[config.mk]
export PLATFORM = sky130hd
export DESIGN_NAME = qdtw_ctrl
export DESIGN_NICKNAME = d
export VERILOG_FILES = /design/src/qdtw_pkg.sv /design/src/qdtw_bank_if.sv /design/src/qdtw_bank.sv /design/src/qdtw_ctrl.sv
export SDC_FILE = /design/constraint.sdc
export NUM_CORES = 1
export LEC_CHECK = 0
export CAP_MARGIN = 20
export CORE_UTILIZATION = 35
export DETAILED_ROUTE_END_ITERATION = 8
export DONT_BUFFER_PORTS = 1
export HOLD_SLACK_MARGIN = 0.03
export PLACE_DENSITY_LB_ADDON = 0.08
export SLEW_MARGIN = 5
export SYNTH_ARGS = -nofsm -noshare
export SYNTH_HDL_FRONTEND = slang
export SYNTH_SLANG_ARGS = --single-unit
[constraint.sdc]
create_clock -name clock -period 4.76 [get_ports clock]
set_clock_uncertainty 0.1 [all_clocks]
set_input_delay 0.952 -clock clock [delete_from_list [all_inputs] [get_ports clock]]
set_output_delay 0.952 -clock clock [all_outputs]
set_load 0.03 [all_outputs]
[src/qdtw_pkg.sv]
// constants shared by the two-wire dac update controller
package qdtw_pkg;
  // bus and data word widths
  localparam int NCH      = 4;
  localparam int CODE_W   = 12;
  localparam int WORD_W   = 16;
  localparam int SEL_W    = 2;
  // upper five bits of the target address, low two from straps
  localparam logic [4:0] ADDR_BASE = 5'h03;
  // data word field positions
  localparam int BIT_GAIN  = 15;
  localparam int BIT_BUF   = 14;
  localparam int BIT_CLR_N = 13;
  localparam int BIT_PD_N  = 12;
  localparam int CODE_MSB  = 11;
  // pointer byte field and reset value
  localparam int PTR_CH_LSB = 0;
  localparam logic [7:0] PTR_RST = 8'h01;
  // byte counting
  localparam logic [3:0] BITS_BYTE = 4'h8;
  localparam logic [3:0] BIT_LAST  = 4'h7;
  localparam logic [1:0] WB_PTR = 2'h0;
  localparam logic [1:0] WB_HI  = 2'h1;
  localparam logic [1:0] WB_LO  = 2'h2;
  // power-up delay after leaving power-down
  localparam int CLK_NS     = 40;
  localparam int PWRUP5_NS  = 2500;
  localparam int PWRUP3_NS  = 5000;
  localparam logic [7:0] PWRUP5_CYC = 8'((PWRUP5_NS + CLK_NS - 1) / CLK_NS);
  localparam logic [7:0] PWRUP3_CYC = 8'((PWRUP3_NS + CLK_NS - 1) / CLK_NS);
  // link states, one-hot
  typedef enum logic [6:0] {
    ST_IDLE = 7'h01,
    ST_ADDR = 7'h02,
    ST_AACK = 7'h04,
    ST_RXB  = 7'h08,
    ST_RACK = 7'h10,
    ST_TXB  = 7'h20,
    ST_MACK = 7'h40
  } qdtw_state_t;
endpackage : qdtw_pkg

[src/qdtw_bank_if.sv]
// carrier between link logic and channel register bank
`timescale 1ns/10ps
`default_nettype none
interface qdtw_bank_if;
  import qdtw_pkg::*;
  logic                           wr_en;
  logic [NCH-1:0]                 wr_mask;
  logic [WORD_W-1:0]              wr_word;
  logic                           load_low;
  logic [SEL_W-1:0]               rd_sel;
  logic [WORD_W-1:0]              rd_word;
  logic [NCH-1:0][CODE_W-1:0]     out_code;
  logic [NCH-1:0]                 out_gain;
  logic [NCH-1:0]                 out_buf;
  modport link (
    output wr_en, wr_mask, wr_word, load_low, rd_sel,
    input  rd_word, out_code, out_gain, out_buf
  );
  modport bank (
    input  wr_en, wr_mask, wr_word, load_low, rd_sel,
    output rd_word, out_code, out_gain, out_buf
  );
endinterface : qdtw_bank_if
`default_nettype wire

[src/qdtw_bank.sv]
// input and output registers of the four channels
`timescale 1ns/10ps
`default_nettype none
module qdtw_bank (
  // clock and reset
  input  wire logic clock,
  input  wire logic rst,
  // link side
  qdtw_bank_if.bank bus
);
  import qdtw_pkg::*;

  logic [NCH-1:0][WORD_W-1:0] in_reg;
  logic [NCH-1:0]             dirty;
  logic [WORD_W-1:0]          clr_word;

  ////////////////////////////////////////////////////////////////
  // clear bit low zeroes the code field of the written word
  assign clr_word = bus.wr_word[BIT_CLR_N] ? bus.wr_word :
                    (bus.wr_word & ~(WORD_W'({CODE_W{1'b1}}) << (CODE_MSB + 1 - CODE_W)));

  ////////////////////////////////////////////////////////////////
  // per-channel double buffer
  genvar g;
  generate
    for (g = 0; g < NCH; g++) begin : g_ch
      logic wr_hit;
      logic upd;
      assign wr_hit = bus.wr_en & bus.wr_mask[g];
      assign upd = bus.load_low & dirty[g];
      always_ff @(posedge clock) begin
        if (rst) begin
          in_reg[g] <= '0;
        end else if (wr_hit) begin
          in_reg[g] <= clr_word;
        end
      end
      always_ff @(posedge clock) begin
        if (rst) begin
          dirty[g] <= 1'b0;
        end else begin
          dirty[g] <= wr_hit | (dirty[g] & ~upd);
        end
      end
      always_ff @(posedge clock) begin
        if (rst) begin
          bus.out_code[g] <= '0;
          bus.out_gain[g] <= 1'b0;
          bus.out_buf[g]  <= 1'b0;
        end else if (upd) begin
          bus.out_code[g] <= in_reg[g][CODE_MSB -: CODE_W];
          bus.out_gain[g] <= in_reg[g][BIT_GAIN];
          bus.out_buf[g]  <= in_reg[g][BIT_BUF];
        end
      end
    end
  endgenerate

  ////////////////////////////////////////////////////////////////
  // readback word of selected channel
  always_ff @(posedge clock) begin
    if (rst) begin
      bus.rd_word <= '0;
    end else begin
      bus.rd_word <= in_reg[bus.rd_sel];
    end
  end
endmodule : qdtw_bank
`default_nettype wire

[src/qdtw_ctrl.sv]
// two-wire target and update control of a quad dac
`timescale 1ns/10ps
`default_nettype none
module qdtw_ctrl #(
  parameter int N_CH = qdtw_pkg::NCH,
  parameter int CW   = qdtw_pkg::CODE_W
) (
  // clock and reset
  input  wire logic                      clock,
  input  wire logic                      rst,
  // two-wire bus
  input  wire logic                      scl,
  input  wire logic                      sda_in,
  output logic                           sda_out,
  output logic                           sda_oe,
  // straps and control pins
  input  wire logic                      addr_select0,
  input  wire logic                      addr_select1,
  input  wire logic                      load_strobe_n,
  input  wire logic                      powerdown_ctrl_n,
  input  wire logic                      low_supply,
  // analog side
  output logic [qdtw_pkg::NCH-1:0][qdtw_pkg::CODE_W-1:0] dac_code,
  output logic [qdtw_pkg::NCH-1:0]       dac_gain,
  output logic [qdtw_pkg::NCH-1:0]       dac_buf,
  output logic                           dac_out_en,
  output logic                           powered_down
);
  import qdtw_pkg::*;

  localparam int NPIN = 7;

  // pin synchronisers
  logic [NPIN-1:0] pin_s1;
  logic [NPIN-1:0] pin_s2;
  logic [NPIN-1:0] pin_raw;
  logic            scl_prev;
  logic            sda_prev;
  wire             scl_s;
  wire             sda_s;
  wire             a0_s;
  wire             a1_s;
  wire             ld_n_s;
  wire             pd_n_s;
  wire             low_s;

  // bus event decode
  wire             scl_rise;
  wire             scl_fall;
  wire             start_det;
  wire             stop_det;
  wire [6:0]       own_addr;
  wire [7:0]       rx_byte;
  wire             addr_hit;
  wire             rx_done;

  // link state
  qdtw_state_t     state;
  qdtw_state_t     next_state;
  logic [3:0]      bitcnt;
  logic [3:0]      next_bitcnt;
  logic [7:0]      shreg;
  logic [7:0]      txsh;
  logic [7:0]      next_txsh;
  logic            rw;
  logic            next_rw;
  logic [1:0]      wcnt;
  logic [1:0]      next_wcnt;
  logic            tx_hi;
  logic            next_tx_hi;
  logic            mack_ok;
  logic            next_mack_ok;
  logic            oe;
  logic            next_oe;
  wire  [7:0]      tx_byte;

  // word assembly
  logic [7:0]      pointer;
  logic [7:0]      hi_byte;
  logic            pd_bit;
  wire             word_commit;
  logic [SEL_W-1:0] rd_sel;

  // power-up timing
  wire             active;
  wire  [7:0]      pwrup_lim;
  logic [7:0]      pwrup_cnt;

  qdtw_bank_if     bank_bus ();

  ////////////////////////////////////////////////////////////////
  // two flip-flop synchronisers for every pin
  assign pin_raw = {low_supply, powerdown_ctrl_n, load_strobe_n,
                    addr_select1, addr_select0, sda_in, scl};

  always_ff @(posedge clock) begin
    if (rst) begin
      pin_s1 <= '1;
      pin_s2 <= '1;
    end else begin
      pin_s1 <= pin_raw;
      pin_s2 <= pin_s1;
    end
  end

  assign scl_s  = pin_s2[0];
  assign sda_s  = pin_s2[1];
  assign a0_s   = pin_s2[2];
  assign a1_s   = pin_s2[3];
  assign ld_n_s = pin_s2[4];
  assign pd_n_s = pin_s2[5];
  assign low_s  = pin_s2[6];

  // previous levels for edge finding
  always_ff @(posedge clock) begin
    if (rst) begin
      scl_prev <= 1'b1;
      sda_prev <= 1'b1;
    end else begin
      scl_prev <= scl_s;
      sda_prev <= sda_s;
    end
  end

  ////////////////////////////////////////////////////////////////
  // edges, start and stop conditions
  assign scl_rise  = scl_s & ~scl_prev;
  assign scl_fall  = ~scl_s & scl_prev;
  assign start_det = scl_s & scl_prev & sda_prev & ~sda_s;
  assign stop_det  = scl_s & scl_prev & ~sda_prev & sda_s;

  assign own_addr = {ADDR_BASE, a1_s, a0_s};
  assign addr_hit = (shreg[7:1] == own_addr);

  // byte complete on the eighth rising clock
  assign rx_byte = {shreg[6:0], sda_s};
  assign rx_done = (state == ST_RXB) & scl_rise & (bitcnt == BIT_LAST);

  // byte to send alternates high and low
  assign tx_byte = tx_hi ? bank_bus.rd_word[15:8] : bank_bus.rd_word[7:0];

  ////////////////////////////////////////////////////////////////
  // receive shifter
  always_ff @(posedge clock) begin
    if (rst) begin
      shreg <= '0;
    end else if (scl_rise) begin
      shreg <= rx_byte;
    end
  end

  ////////////////////////////////////////////////////////////////
  // link sequencing
  always_comb begin
    next_state   = state;
    next_bitcnt  = bitcnt;
    next_txsh    = txsh;
    next_rw      = rw;
    next_wcnt    = wcnt;
    next_tx_hi   = tx_hi;
    next_mack_ok = mack_ok;
    next_oe      = oe;
    if (start_det) begin
      next_state  = ST_ADDR;
      next_bitcnt = '0;
      next_oe     = 1'b0;
    end else if (stop_det) begin
      next_state = ST_IDLE;
      next_oe    = 1'b0;
    end else begin
      case (state)
        ST_IDLE: begin
          next_oe = 1'b0;
        end
        ST_ADDR: begin
          if (scl_rise) begin
            next_bitcnt = bitcnt + 4'h1;
          end
          if (scl_fall && bitcnt == BITS_BYTE) begin
            next_bitcnt = '0;
            if (addr_hit) begin
              next_state = ST_AACK;
              next_oe    = 1'b1;
              next_rw    = shreg[0];
              next_tx_hi = 1'b1;
            end else begin
              next_state = ST_IDLE;
            end
          end
        end
        ST_AACK: begin
          if (scl_fall) begin
            if (rw) begin
              next_state  = ST_TXB;
              next_oe     = ~tx_byte[7];
              next_txsh   = {tx_byte[6:0], 1'b0};
              next_bitcnt = 4'h1;
            end else begin
              next_state  = ST_RXB;
              next_oe     = 1'b0;
              next_wcnt   = WB_PTR;
              next_bitcnt = '0;
            end
          end
        end
        ST_RXB: begin
          if (scl_rise) begin
            next_bitcnt = bitcnt + 4'h1;
          end
          if (scl_fall && bitcnt == BITS_BYTE) begin
            next_state  = ST_RACK;
            next_oe     = 1'b1;
            next_bitcnt = '0;
          end
        end
        ST_RACK: begin
          if (scl_fall) begin
            next_state = ST_RXB;
            next_oe    = 1'b0;
            // further words go to the same pointer
            next_wcnt  = (wcnt == WB_HI) ? WB_LO : WB_HI;
          end
        end
        ST_TXB: begin
          if (scl_fall) begin
            if (bitcnt == BITS_BYTE) begin
              next_state  = ST_MACK;
              next_oe     = 1'b0;
              next_bitcnt = '0;
              next_tx_hi  = ~tx_hi;
            end else begin
              next_oe     = ~txsh[7];
              next_txsh   = {txsh[6:0], 1'b0};
              next_bitcnt = bitcnt + 4'h1;
            end
          end
        end
        ST_MACK: begin
          if (scl_rise) begin
            next_mack_ok = ~sda_s;
          end
          if (scl_fall) begin
            if (mack_ok) begin
              next_state  = ST_TXB;
              next_oe     = ~tx_byte[7];
              next_txsh   = {tx_byte[6:0], 1'b0};
              next_bitcnt = 4'h1;
            end else begin
              next_state = ST_IDLE;
              next_oe    = 1'b0;
            end
          end
        end
        default: begin
          next_state = ST_IDLE;
          next_oe    = 1'b0;
        end
      endcase
    end
  end

  // link state registers
  always_ff @(posedge clock) begin
    if (rst) begin
      state   <= ST_IDLE;
      bitcnt  <= '0;
      txsh    <= '0;
      rw      <= 1'b0;
      wcnt    <= WB_PTR;
      tx_hi   <= 1'b1;
      mack_ok <= 1'b0;
      oe      <= 1'b0;
    end else begin
      state   <= next_state;
      bitcnt  <= next_bitcnt;
      txsh    <= next_txsh;
      rw      <= next_rw;
      wcnt    <= next_wcnt;
      tx_hi   <= next_tx_hi;
      mack_ok <= next_mack_ok;
      oe      <= next_oe;
    end
  end

  // open-drain data line: only ever pulls low
  assign sda_out = 1'b0;
  assign sda_oe  = oe;

  ////////////////////////////////////////////////////////////////
  // word complete on last data byte
  assign word_commit = rx_done & (wcnt == WB_LO);

  always_ff @(posedge clock) begin
    if (rst) begin
      pointer <= PTR_RST;
      hi_byte <= '0;
    end else if (rx_done) begin
      if (wcnt == WB_PTR) begin
        pointer <= rx_byte;
      end
      if (wcnt == WB_HI) begin
        hi_byte <= rx_byte;
      end
    end
  end

  // power bit taken from every written word
  always_ff @(posedge clock) begin
    if (rst) begin
      pd_bit <= 1'b1;
    end else if (word_commit) begin
      pd_bit <= hi_byte[BIT_PD_N - 8];
    end
  end

  always_comb begin
    rd_sel = '0;
    for (int i = N_CH - 1; i >= 0; i--) begin
      if (pointer[PTR_CH_LSB + i]) begin
        rd_sel = SEL_W'(i);
      end
    end
  end

  ////////////////////////////////////////////////////////////////
  // channel bank hookup
  assign bank_bus.wr_en    = word_commit;
  assign bank_bus.wr_mask  = pointer[PTR_CH_LSB +: NCH];
  assign bank_bus.wr_word  = {hi_byte, rx_byte};
  assign bank_bus.load_low = ~ld_n_s;
  assign bank_bus.rd_sel   = rd_sel;

  qdtw_bank u_bank (
    .clock (clock),
    .rst   (rst),
    .bus   (bank_bus.bank)
  );

  assign dac_code = bank_bus.out_code;
  assign dac_gain = bank_bus.out_gain;
  assign dac_buf  = bank_bus.out_buf;

  ////////////////////////////////////////////////////////////////
  // powered only with pin high and bit one
  assign active    = pd_n_s & pd_bit;
  assign pwrup_lim = low_s ? PWRUP3_CYC : PWRUP5_CYC;

  always_ff @(posedge clock) begin
    if (rst) begin
      pwrup_cnt <= '0;
    end else if (!active) begin
      pwrup_cnt <= '0;
    end else if (pwrup_cnt < pwrup_lim) begin
      pwrup_cnt <= pwrup_cnt + 8'h01;
    end
  end

  always_ff @(posedge clock) begin
    if (rst) begin
      dac_out_en   <= 1'b0;
      powered_down <= 1'b1;
    end else begin
      dac_out_en   <= active & (pwrup_cnt >= pwrup_lim);
      powered_down <= ~active;
    end
  end
endmodule : qdtw_ctrl
`default_nettype wire

==> results.cfg, run 1 <==
[placement]
postPlaceCellArea_sq_mm = 0.00856
dpl.hpwl_mm = 15.3
port_buffers = 0
place_inst = 1221
place_ws_ns = 1.74
place.gp.congestion = 0.861

[yosys]
syn-cell-area_sq_mm = 0.00845
synth.area.mux_share_pct = 7.72
postSynthAreaPerCell_sq_um = 8.72
ys.flop_type = dfxtp_1
synthSimpleGateAreaFrac_pct = 24.5
synth_edf_count = 0
yosysWarnings = 0
syn-num-nets = 983
synth_top_family_by_area = simple AND/OR/NAND/NOR gates
synth_compound_area_share_pct = 11.6
synth_fa_ha_area_share_pct = 0.740
ys_ff_latch = 211
async_reset_ff_share_pct = 0
seq_area_frac_synth_pct = 50.0
yosys.area_share.xor_xnor_pct = 1.35
ys_types = 59
synthCells = 969

[critical_path]
critPathMaxFanout = 16
critical_path_class = register to register
ff2ff_setup_slack_ns = 1.73
reg2regPathDepth = 6
arrival_ns = 3.35
start_kind = register
path_cells = nor2b_1 > nand4b_2 > nor4b_4 > and2_1 > nand3_1 > a21oi_1
worst_setup_path_end_kind = register
cpPeakStageDelay_ns = 0.65
r2r-start = pin_s2[0]
rr_endpoint = u_bank.in_reg[35]
cp.required_ns = 5.08
cp_slowest_cell = nor2b_1
startpoint = pin_s2[0]

[drt]
dr.pass1.iters = 5
wl_mm = 23.0
vias = 6432
drt_iter0_markers = 393
routedWlPerCell_microns = 18.1
antenna_left = 0
viasPerCell = 5.08
drc = 0

[cts]
cts_resized = 0
post_cts_buffers = 0
htree_levels = 1
postCtsHoldBufs = 0
clock_latency_ns = 0.52
numCtsBuffers = 25
cts_buffer_depth = 3
root_buffer = clkbuf_16
cts_tree = done
cts.clk_slew.worst_paths_ns = 0.06
clock_sinks = 211

[power_and_ir_drop]
ir_drop_uv = 247
p_leak_nw = 3.19
power_density_mw_per_mm2 = 411

[sta]
worstMarginPinSlew_ns = 1.02
setup_ws_ns = 1.73
period_minus_slack_ns = 3.03
final_max_slew_viol_count = 0
hold_viol = 0
fmax_mhz = 330
finalSetupViolCount = 0
min_period_over_period_pct = 63.6
slew_headroom_pct = 32.2
rsz0062_at_grt = false
setup_tns_ns = 0

[finish]
diodes = 0
drive_gt1_share_pct = 9.60
areaGrowthSynthToFinish_pct = 10.7
fill_cells = 2403
nets = 943
fin_util_pct = 39.7
largest_reg_flops = 64
final_area_sq_mm = 0.00935
finalNonFillerCells = 1267

[global_routing]
grt_max_degree = 195
grt_overflow_total = 0
grt_pass1_vias = 5885
grt_use_total_pct = 18.9
antenna_found_initial = 0
grt_pass1_wl_mm = 35.8

[floorplanning]
row_count = 56
start_util_pct = 35.9
die_w_microns = 157
die_y_microns = 157
coreArea_sq_mm = 0.0235
die_area_sq_mm = 0.0248
boundaryPins = 69

[flow_run]
drv_cap = 0

[min_path]
min_path_cells = 1
min_to = pin_s2[3]
hold_path_class = register to register
worstHoldStart = pin_s1[3]

[outcome]
outcome = completed
-- worst max-delay path by stage --
stage	to	slack, ns	cells after the start
after floorplan	txsh[1]	2.58	7
after global placement	u_bank.in_reg[26]	1.92	6
after detailed placement	u_bank.in_reg[41]	1.74	6
after CTS	u_bank.in_reg[35]	1.73	6
after global routing	u_bank.in_reg[25]	1.43	6
final	u_bank.in_reg[35]	1.73	6
-- power breakdown --
part	leakage, nW	internal [mW]	total [mW]	switching, mW
sequential	1.70	1.79	1.83	0.0475
clock	0.395	1.08	1.82	0.740
combinational	1.09	0.0767	0.194	0.118
total	3.19	2.94	3.85	0.905
-- cells by family after synthesis --
kind of cell	count (synthesis)
AO/OA/AOI/OAI	179
adder cells (fa/ha/maj)	5
buffers and inverters	77
AND/OR/NAND/NOR	438
XOR/XNOR	13
multiplexers	45
flip-flops	211
other	1
-- cell usage after synthesis (2+ instances only) --
| cell | instances | area share, % |
|---|---|---|
| mux2i_1 | 28 | 3.3 |
| or2_2 | 18 | 1.3 |
| o21ai_0 | 15 | 0.89 |
| nor4_4 | 3 | 0.76 |
| ha_1 | 5 | 0.74 |
| dfxtp_1 | 211 | 50 |
| and4b_1 | 3 | 0.36 |
| a31oi_1 | 3 | 0.22 |
| and2_1 | 4 | 0.30 |
| nand3_1 | 62 | 3.7 |
| nor2b_1 | 26 | 1.9 |
| xnor2_1 | 4 | 0.41 |
| nor4_1 | 3 | 0.22 |
| buf_4 | 8 | 0.71 |
| clkbuf_1 | 50 | 2.2 |
| a211o_1 | 3 | 0.31 |
| buf_2 | 9 | 0.53 |
| inv_1 | 7 | 0.31 |
| nand2b_1 | 7 | 0.52 |
| nor3b_1 | 2 | 0.18 |
| nand4_1 | 4 | 0.30 |
| nand2_1 | 234 | 10 |
| buf_1 | 2 | 0.089 |
| nor4b_1 | 3 | 0.31 |
| xor2_1 | 9 | 0.93 |
| nor2_1 | 48 | 2.1 |
| a31o_2 | 2 | 0.21 |
| a211oi_1 | 2 | 0.18 |
| a21oi_1 | 140 | 8.3 |
| nand3b_1 | 4 | 0.36 |
| o211ai_1 | 2 | 0.18 |
| and3_1 | 3 | 0.22 |
| mux4_2 | 16 | 4.3 |
| nor3_1 | 4 | 0.24 |
-- final cells by class --
class                   instances  area [sq um]  area share, %
clock buffers                  39           748           8.00
well taps                     319           399           4.27
inverters                       7          26.3          0.281
clock inverters                 7          42.5          0.455
flip-flops and latches        211          4220           45.2
multi-input cells             681          3890           41.6
repair buffers                  3          22.5          0.241
-- cells in the final DEF, fill, tap and decap left out, types with 3 or more instances in the layout --
master | synthesis | final
clkbuf_16 | 0 | 25
nor2_1 | 48 | 47
o21ai_0 | 15 | 15
and4b_1 | 3 | 3
nor4_1 | 3 | 3
clkinv_2 | 0 | 5
clkbuf_8 | 0 | 7
dfxtp_1 | 211 | 211
a211o_1 | 3 | 3
a31oi_1 | 3 | 3
and2_1 | 4 | 4
mux2i_1 | 28 | 28
nand2_1 | 234 | 234
nor4_4 | 3 | 3
or2_2 | 18 | 18
clkbuf_1 | 50 | 7
inv_1 | 7 | 7
ha_1 | 5 | 5
nand4_1 | 4 | 4
xor2_1 | 9 | 9
nand2b_1 | 7 | 7
nor3_1 | 4 | 4
and3_1 | 3 | 3
buf_4 | 8 | 3
nand3_1 | 62 | 62
nor4b_1 | 3 | 3
nand3b_1 | 4 | 4
mux4_2 | 16 | 16
nor2b_1 | 26 | 26
a21oi_1 | 140 | 140
xnor2_1 | 4 | 4
-- stage by stage --
step	power (mW)	hold slack, ns
floorplan	2.04	0.289
finish	3.85	0.303
CTS	3.89	0.307
global route	4.00	0.326
global placement	2.07	0.295
detailed placement	2.06	0.296
-- worst max-delay path: cells and delay by family, from the launching register on --
kind | cells | cell delay [ns]
simple gates | 5 | 2.24
flops | 1 | 0.43
compound gates | 1 | 0.17
-- routing by layer --
| layer | track usage (%) | vias up | share of wire (%) |
|---|---|---|---|
| met5 | 0 | - | 0 |
| met1 | 29.2 | 3042 | 52 |
| met4 | 3.93 | 0 | 1.4 |
| li1 | - | 3210 | - |
| met3 | 3.03 | 20 | 4.7 |
| met2 | 27.1 | 160 | 42 |
Note: power is estimated with default switching activity, not from simulation.
==> run 2: changes to the inputs <==
==> constraint.sdc (replaced) <==
create_clock -name clock -period 2.8 [get_ports clock]
set_clock_uncertainty 0.1 [all_clocks]
set_input_delay 0.56 -clock clock [delete_from_list [all_inputs] [get_ports clock]]
set_output_delay 0.56 -clock clock [all_outputs]
set_load 0.03 [all_outputs]
==> run 2 against run 1 <==
Global-route usage up 0.15 points. Final area is 1.0% higher. Sequential share of layout area is 0.47 points lower. Die area is the same. First-iteration DRC count shrank 4.3%. Flip-flop and latch count unchanged. Combinational power is 80% higher. Critical path depth unchanged. Final cell count is 1.2% higher. Sequential power is 70% higher. Non-clock buffer count increased by 23. Core utilization is 0.41 points higher.
==> results.cfg, run 2 (synthesized netlist as in run 1, its figures left out) <==
[critical_path]
cp.required_ns = 3.12
critPathMaxFanout = 11
start_kind = register
critical_path_class = register to register
ff2ff_setup_slack_ns = 0.34
cp_slowest_cell = dfxtp_1
cpPeakStageDelay_ns = 0.43
worst_setup_path_end_kind = register
path_cells = nor4_4 > nand3b_1 > or2_2 > o2111ai_1 > a2111oi_0 > a211oi_1
arrival_ns = 2.79

[floorplanning]
boundaryPins = 69
row_count = 56
die_w_microns = 157
start_util_pct = 35.9
coreArea_sq_mm = 0.0235
die_area_sq_mm = 0.0248
die_y_microns = 157

[finish]
final_common_cell = nand2_1
largest_reg_flops = 64
fill_cells = 2444
nets = 965
diodes = 0
areaGrowthSynthToFinish_pct = 11.8
final_cell_mix = nand2_1 (234), dfxtp_1 (211), a21oi_1 (140), nand3_1 (62), nor2_1 (47)
drive_gt1_share_pct = 10.7
fin_util_pct = 40.1

[outcome]
outcome = completed

[power_and_ir_drop]
power_density_mw_per_mm2 = 667
p_leak_nw = 3.25
p_int_mw = 4.83
sequentialPowerShare_pct = 49.4
pwr-share-comb_pct = 5.5
clkPwrFrac_pct = 45.0
p_sw_mw = 1.47
swShare_pct = 23.3
ir_drop_uv = 395
power_mw = 6.30

[cts]
cts_buffer_depth = 3
cts.clk_slew.worst_paths_ns = 0.06
cts_tree = done
post_cts_buffers = 0
root_buffer = clkbuf_16
clock_sinks = 211
clock_latency_ns = 0.51
htree_levels = 1
numCtsBuffers = 24

[placement]
place.gp.congestion = 0.880
port_buffers = 0
dpl.hpwl_mm = 15.5

[drt]
antenna_left = 0
viasPerCell = 5.06
routedWlPerCell_microns = 18.0
dr.pass1.iters = 4
drt_iter0_markers = 376
wl_mm = 23.1
drc = 0
vias = 6490

[global_routing]
antenna_found_initial = 0
grt_use_total_pct = 19.0
grt_overflow_total = 0
grt_pass1_vias = 6209
grt_max_degree = 188
grt_pass1_wl_mm = 36.4

[sta]
worstMarginPinSlew_ns = 0.885
setup_tns_ns = 0
slew_headroom_pct = 40.9
fmax_mhz = 406
rsz0062_at_grt = false
finalSetupViolCount = 0
min_period_over_period_pct = 88.0
hold_viol = 0
final_max_slew_viol_count = 0
period_minus_slack_ns = 2.46

[min_path]
hold_path_class = input pin to register

[flow_run]
drv_cap = 0
run 2: path summary, 6_finish.rpt:
kind | startpoint | end | cells past startpoint
max | state[6] | bitcnt[0] | 6
min | load_strobe_n | pin_s1[4] | 1
max reg2reg | state[6] | bitcnt[0] | 6
min reg2reg | pin_s1[1] | pin_s2[1] | 1
run 2: cell type report:
| type | instances | area, sq um | share of cell area (%) |
|---|---|---|---|
| multi-input cells | 681 | 3890 | 41.2 |
| well taps | 319 | 399 | 4.22 |
| clock buffers | 35 | 672 | 7.11 |
| repair buffers | 26 | 213 | 2.25 |
| inverters | 7 | 26.3 | 0.278 |
| flip-flops and latches | 211 | 4220 | 44.7 |
| clock inverters | 3 | 26.3 | 0.278 |
run 2: per-layer routing:
layer | track usage [%] | routed length [microns] | part of all wire [%] | vias up
met1 | 27.8 | 11700 | 51 | 3085
li1 | - | - | - | 3248
met3 | 2.86 | 947 | 4.1 | 28
met4 | 4.48 | 335 | 1.4 | 0
met2 | 29.2 | 10200 | 44 | 129
met5 | 0 | 0 | 0 | -
run 2: metrics by stage:
step / setup slack, ns / hold WS [ns] / instances / cell area (sq um)
finish: 0.336 / 0.0516 / 1282 / 9450
global placement: 0.375 / 0.294 / 1241 / 8720
floorplan: 0.624 / 0.289 / 969 / 8450
detailed placement: 0.371 / 0.293 / 1241 / 8720
global route: 0.112 / 0.0383 / 1282 / 9450
CTS: 0.362 / 0.0313 / 1281 / 9440
run 2: repair_timing:
action / 4_1_cts / 5_1_grt
endpoints found under the hold margin: 9 / 0
hold buffers: 2 / 0
setup endpoints to repair: 0 / 0
resized for setup: 0 / 0
run 2: critical path: cells and delay by family, from the launching register on:
kind | cells | cell delay, ns
simple gates | 3 | 1.05
compound gates | 3 | 0.80
flops | 1 | 0.43
run 2: power by group through the flow:
| stage | Combinational, mW | Clock, mW | Sequential [mW] |
|---|---|---|---|
| CTS | 0.348 | 2.93 | 3.11 |
| global placement | 0.348 | 0 | 3.18 |
| detailed placement | 0.342 | 0 | 3.18 |
| floorplan | 0.326 | 0 | 3.14 |
| global route | 0.388 | 3.05 | 3.12 |
| finish | 0.349 | 2.84 | 3.12 |
==> run 3: changes to the inputs <==
==> constraint.sdc (replaced) <==
create_clock -name clock -period 2.87 [get_ports clock]
set_clock_uncertainty 0.1 [all_clocks]
set_input_delay 0.574 -clock clock [delete_from_list [all_inputs] [get_ports clock]]
set_output_delay 0.574 -clock clock [all_outputs]
set_load 0.03 [all_outputs]
==> run 3 against run 2 <==
Global-route usage grew 0.21 points. Critical path depth did not move. Worst setup slack improved by 0.053 ns. Wire length increased by 0.68%. Sequential power decreased by 3%. Total power grew 0.60%. Sequential share of layout area decreased by 0.12 points. Count of clock-buffer cells in the layout increased by 3. Die area stayed put.
==> results.cfg, run 3 (synthesized netlist as in run 1, its figures left out) <==
[outcome]
outcome = completed

[global_routing]
antenna_found_initial = 0
grt_max_degree = 178
grt_pass1_wl_mm = 36.8
grt_pass1_vias = 6241
grt_overflow_total = 0
grt_use_total_pct = 19.2

[finish]
final_common_cell = nand2_1
finalNonFillerCells = 1282
drive_gt1_share_pct = 10.9
diodes = 0
final_cell_mix = nand2_1 (234), dfxtp_1 (211), a21oi_1 (140), nand3_1 (62), nor2_1 (47)
largest_reg_flops = 64
nets = 961
areaGrowthSynthToFinish_pct = 12.1
fin_util_pct = 40.2

[sta]
min_period_over_period_pct = 86.5
finalSetupViolCount = 0
worstMarginPinSlew_ns = 0.871
setup_tns_ns = 0
setup_ws_ns = 0.389
timing.hold.ws_ns = 0.0551
hold_viol = 0
final_max_slew_viol_count = 0
fmax_mhz = 403
slew_headroom_pct = 41.8
rsz0062_at_grt = false
period_minus_slack_ns = 2.48

[critical_path]
critPathMaxFanout = 9
cp.required_ns = 3.15
cpPeakStageDelay_ns = 0.60
start_kind = register
critical_path_class = register to register
cp_slowest_cell = or4_4
worst_setup_path_end_kind = register
arrival_ns = 2.76
path_cells = or4_4 > nor3_2 > a21oi_1 > nor4_4 > mux2i_1 > nor2_1

[drt]
antenna_left = 0
drc = 0
viasPerCell = 5.04
drt_iter0_markers = 443
vias = 6464
routedWlPerCell_microns = 18.2
dr.pass1.iters = 4
wl_mm = 23.3

[floorplanning]
row_count = 56
start_util_pct = 35.9
die_area_sq_mm = 0.0248
die_y_microns = 157
die_w_microns = 157
coreArea_sq_mm = 0.0235
boundaryPins = 69

[flow_run]
drv_cap = 0

[power_and_ir_drop]
ir_drop_uv = 481
power_density_mw_per_mm2 = 669
p_leak_nw = 3.27

[placement]
dpl.hpwl_mm = 15.6
place_ws_ns = 0.372
place_inst = 1237
place.gp.congestion = 0.894
port_buffers = 0

[cts]
cts_resized = 0
cts_buffer_depth = 3
cts.clk_slew.worst_paths_ns = 0.06
postCtsHoldBufs = 1
root_buffer = clkbuf_16
numCtsBuffers = 25
clock_sinks = 211
clock_latency_ns = 0.52
htree_levels = 1
post_cts_buffers = 0
cts_tree = done

[min_path]
hold_path_class = input pin to register
-- run 3: cell count changes in the layout (fill, tap and decap cells not counted), sizes merged --
cell,delta
buf,-4
clkbuf,+3
clkinv,+1
dlygate4sd3,-1
inv,+1
-- run 3: path summary, 6_finish.rpt --
kind         cells after the start   endpoint  slack [ns]         start
min reg2reg                      1  pin_s2[0]        0.30     pin_s1[0]
max                              6    txsh[5]        0.39      state[1]
min                              1  pin_s1[3]        0.06  addr_select1
max reg2reg                      6    txsh[5]        0.39      state[1]
-- run 3: layer usage --
layer  routed length (microns)  global-route usage, %  up-vias
li1                          -                      -     3252
met5                         0                      0        -
met3                      1220                   2.78       28
met4                       310                   4.30        0
met2                     10300                   29.8      145
met1                     11500                   28.1     3039
-- run 3: per-stage QoR --
stage / total power [mW] / area, sq um
detailed placement: 3.44 / 8690
global placement: 3.44 / 8690
finish: 6.34 / 9480
global route: 6.59 / 9480
CTS: 6.43 / 9470
floorplan: 3.38 / 8450
-- run 3: cell type report --
| type | instances | area, sq um |
|---|---|---|
| clock buffer | 38 | 734 |
| clock inverter | 5 | 28.8 |
| fill | 2436 | 14100 |
| inverter | 7 | 26.3 |
| multi-input combinational | 681 | 3890 |
| sequential | 211 | 4220 |
| tap | 319 | 399 |
| timing repair buffer | 21 | 173 |
-- run 3: power breakdown --
part           total [mW]  internal, mW  switching [mW]
Combinational       0.339         0.145           0.194
Clock                2.96          1.75            1.21
Sequential           3.04          2.96          0.0793
-- run 3: critical path, delay by kind of cell, from the launching register on --
kind / cells / cell delay (ns)
DFF: 1 / 0.43
AOI/OAI and AO/OA: 1 / 0.11
muxes: 1 / 0.26
and+or+nand+nor: 4 / 1.44
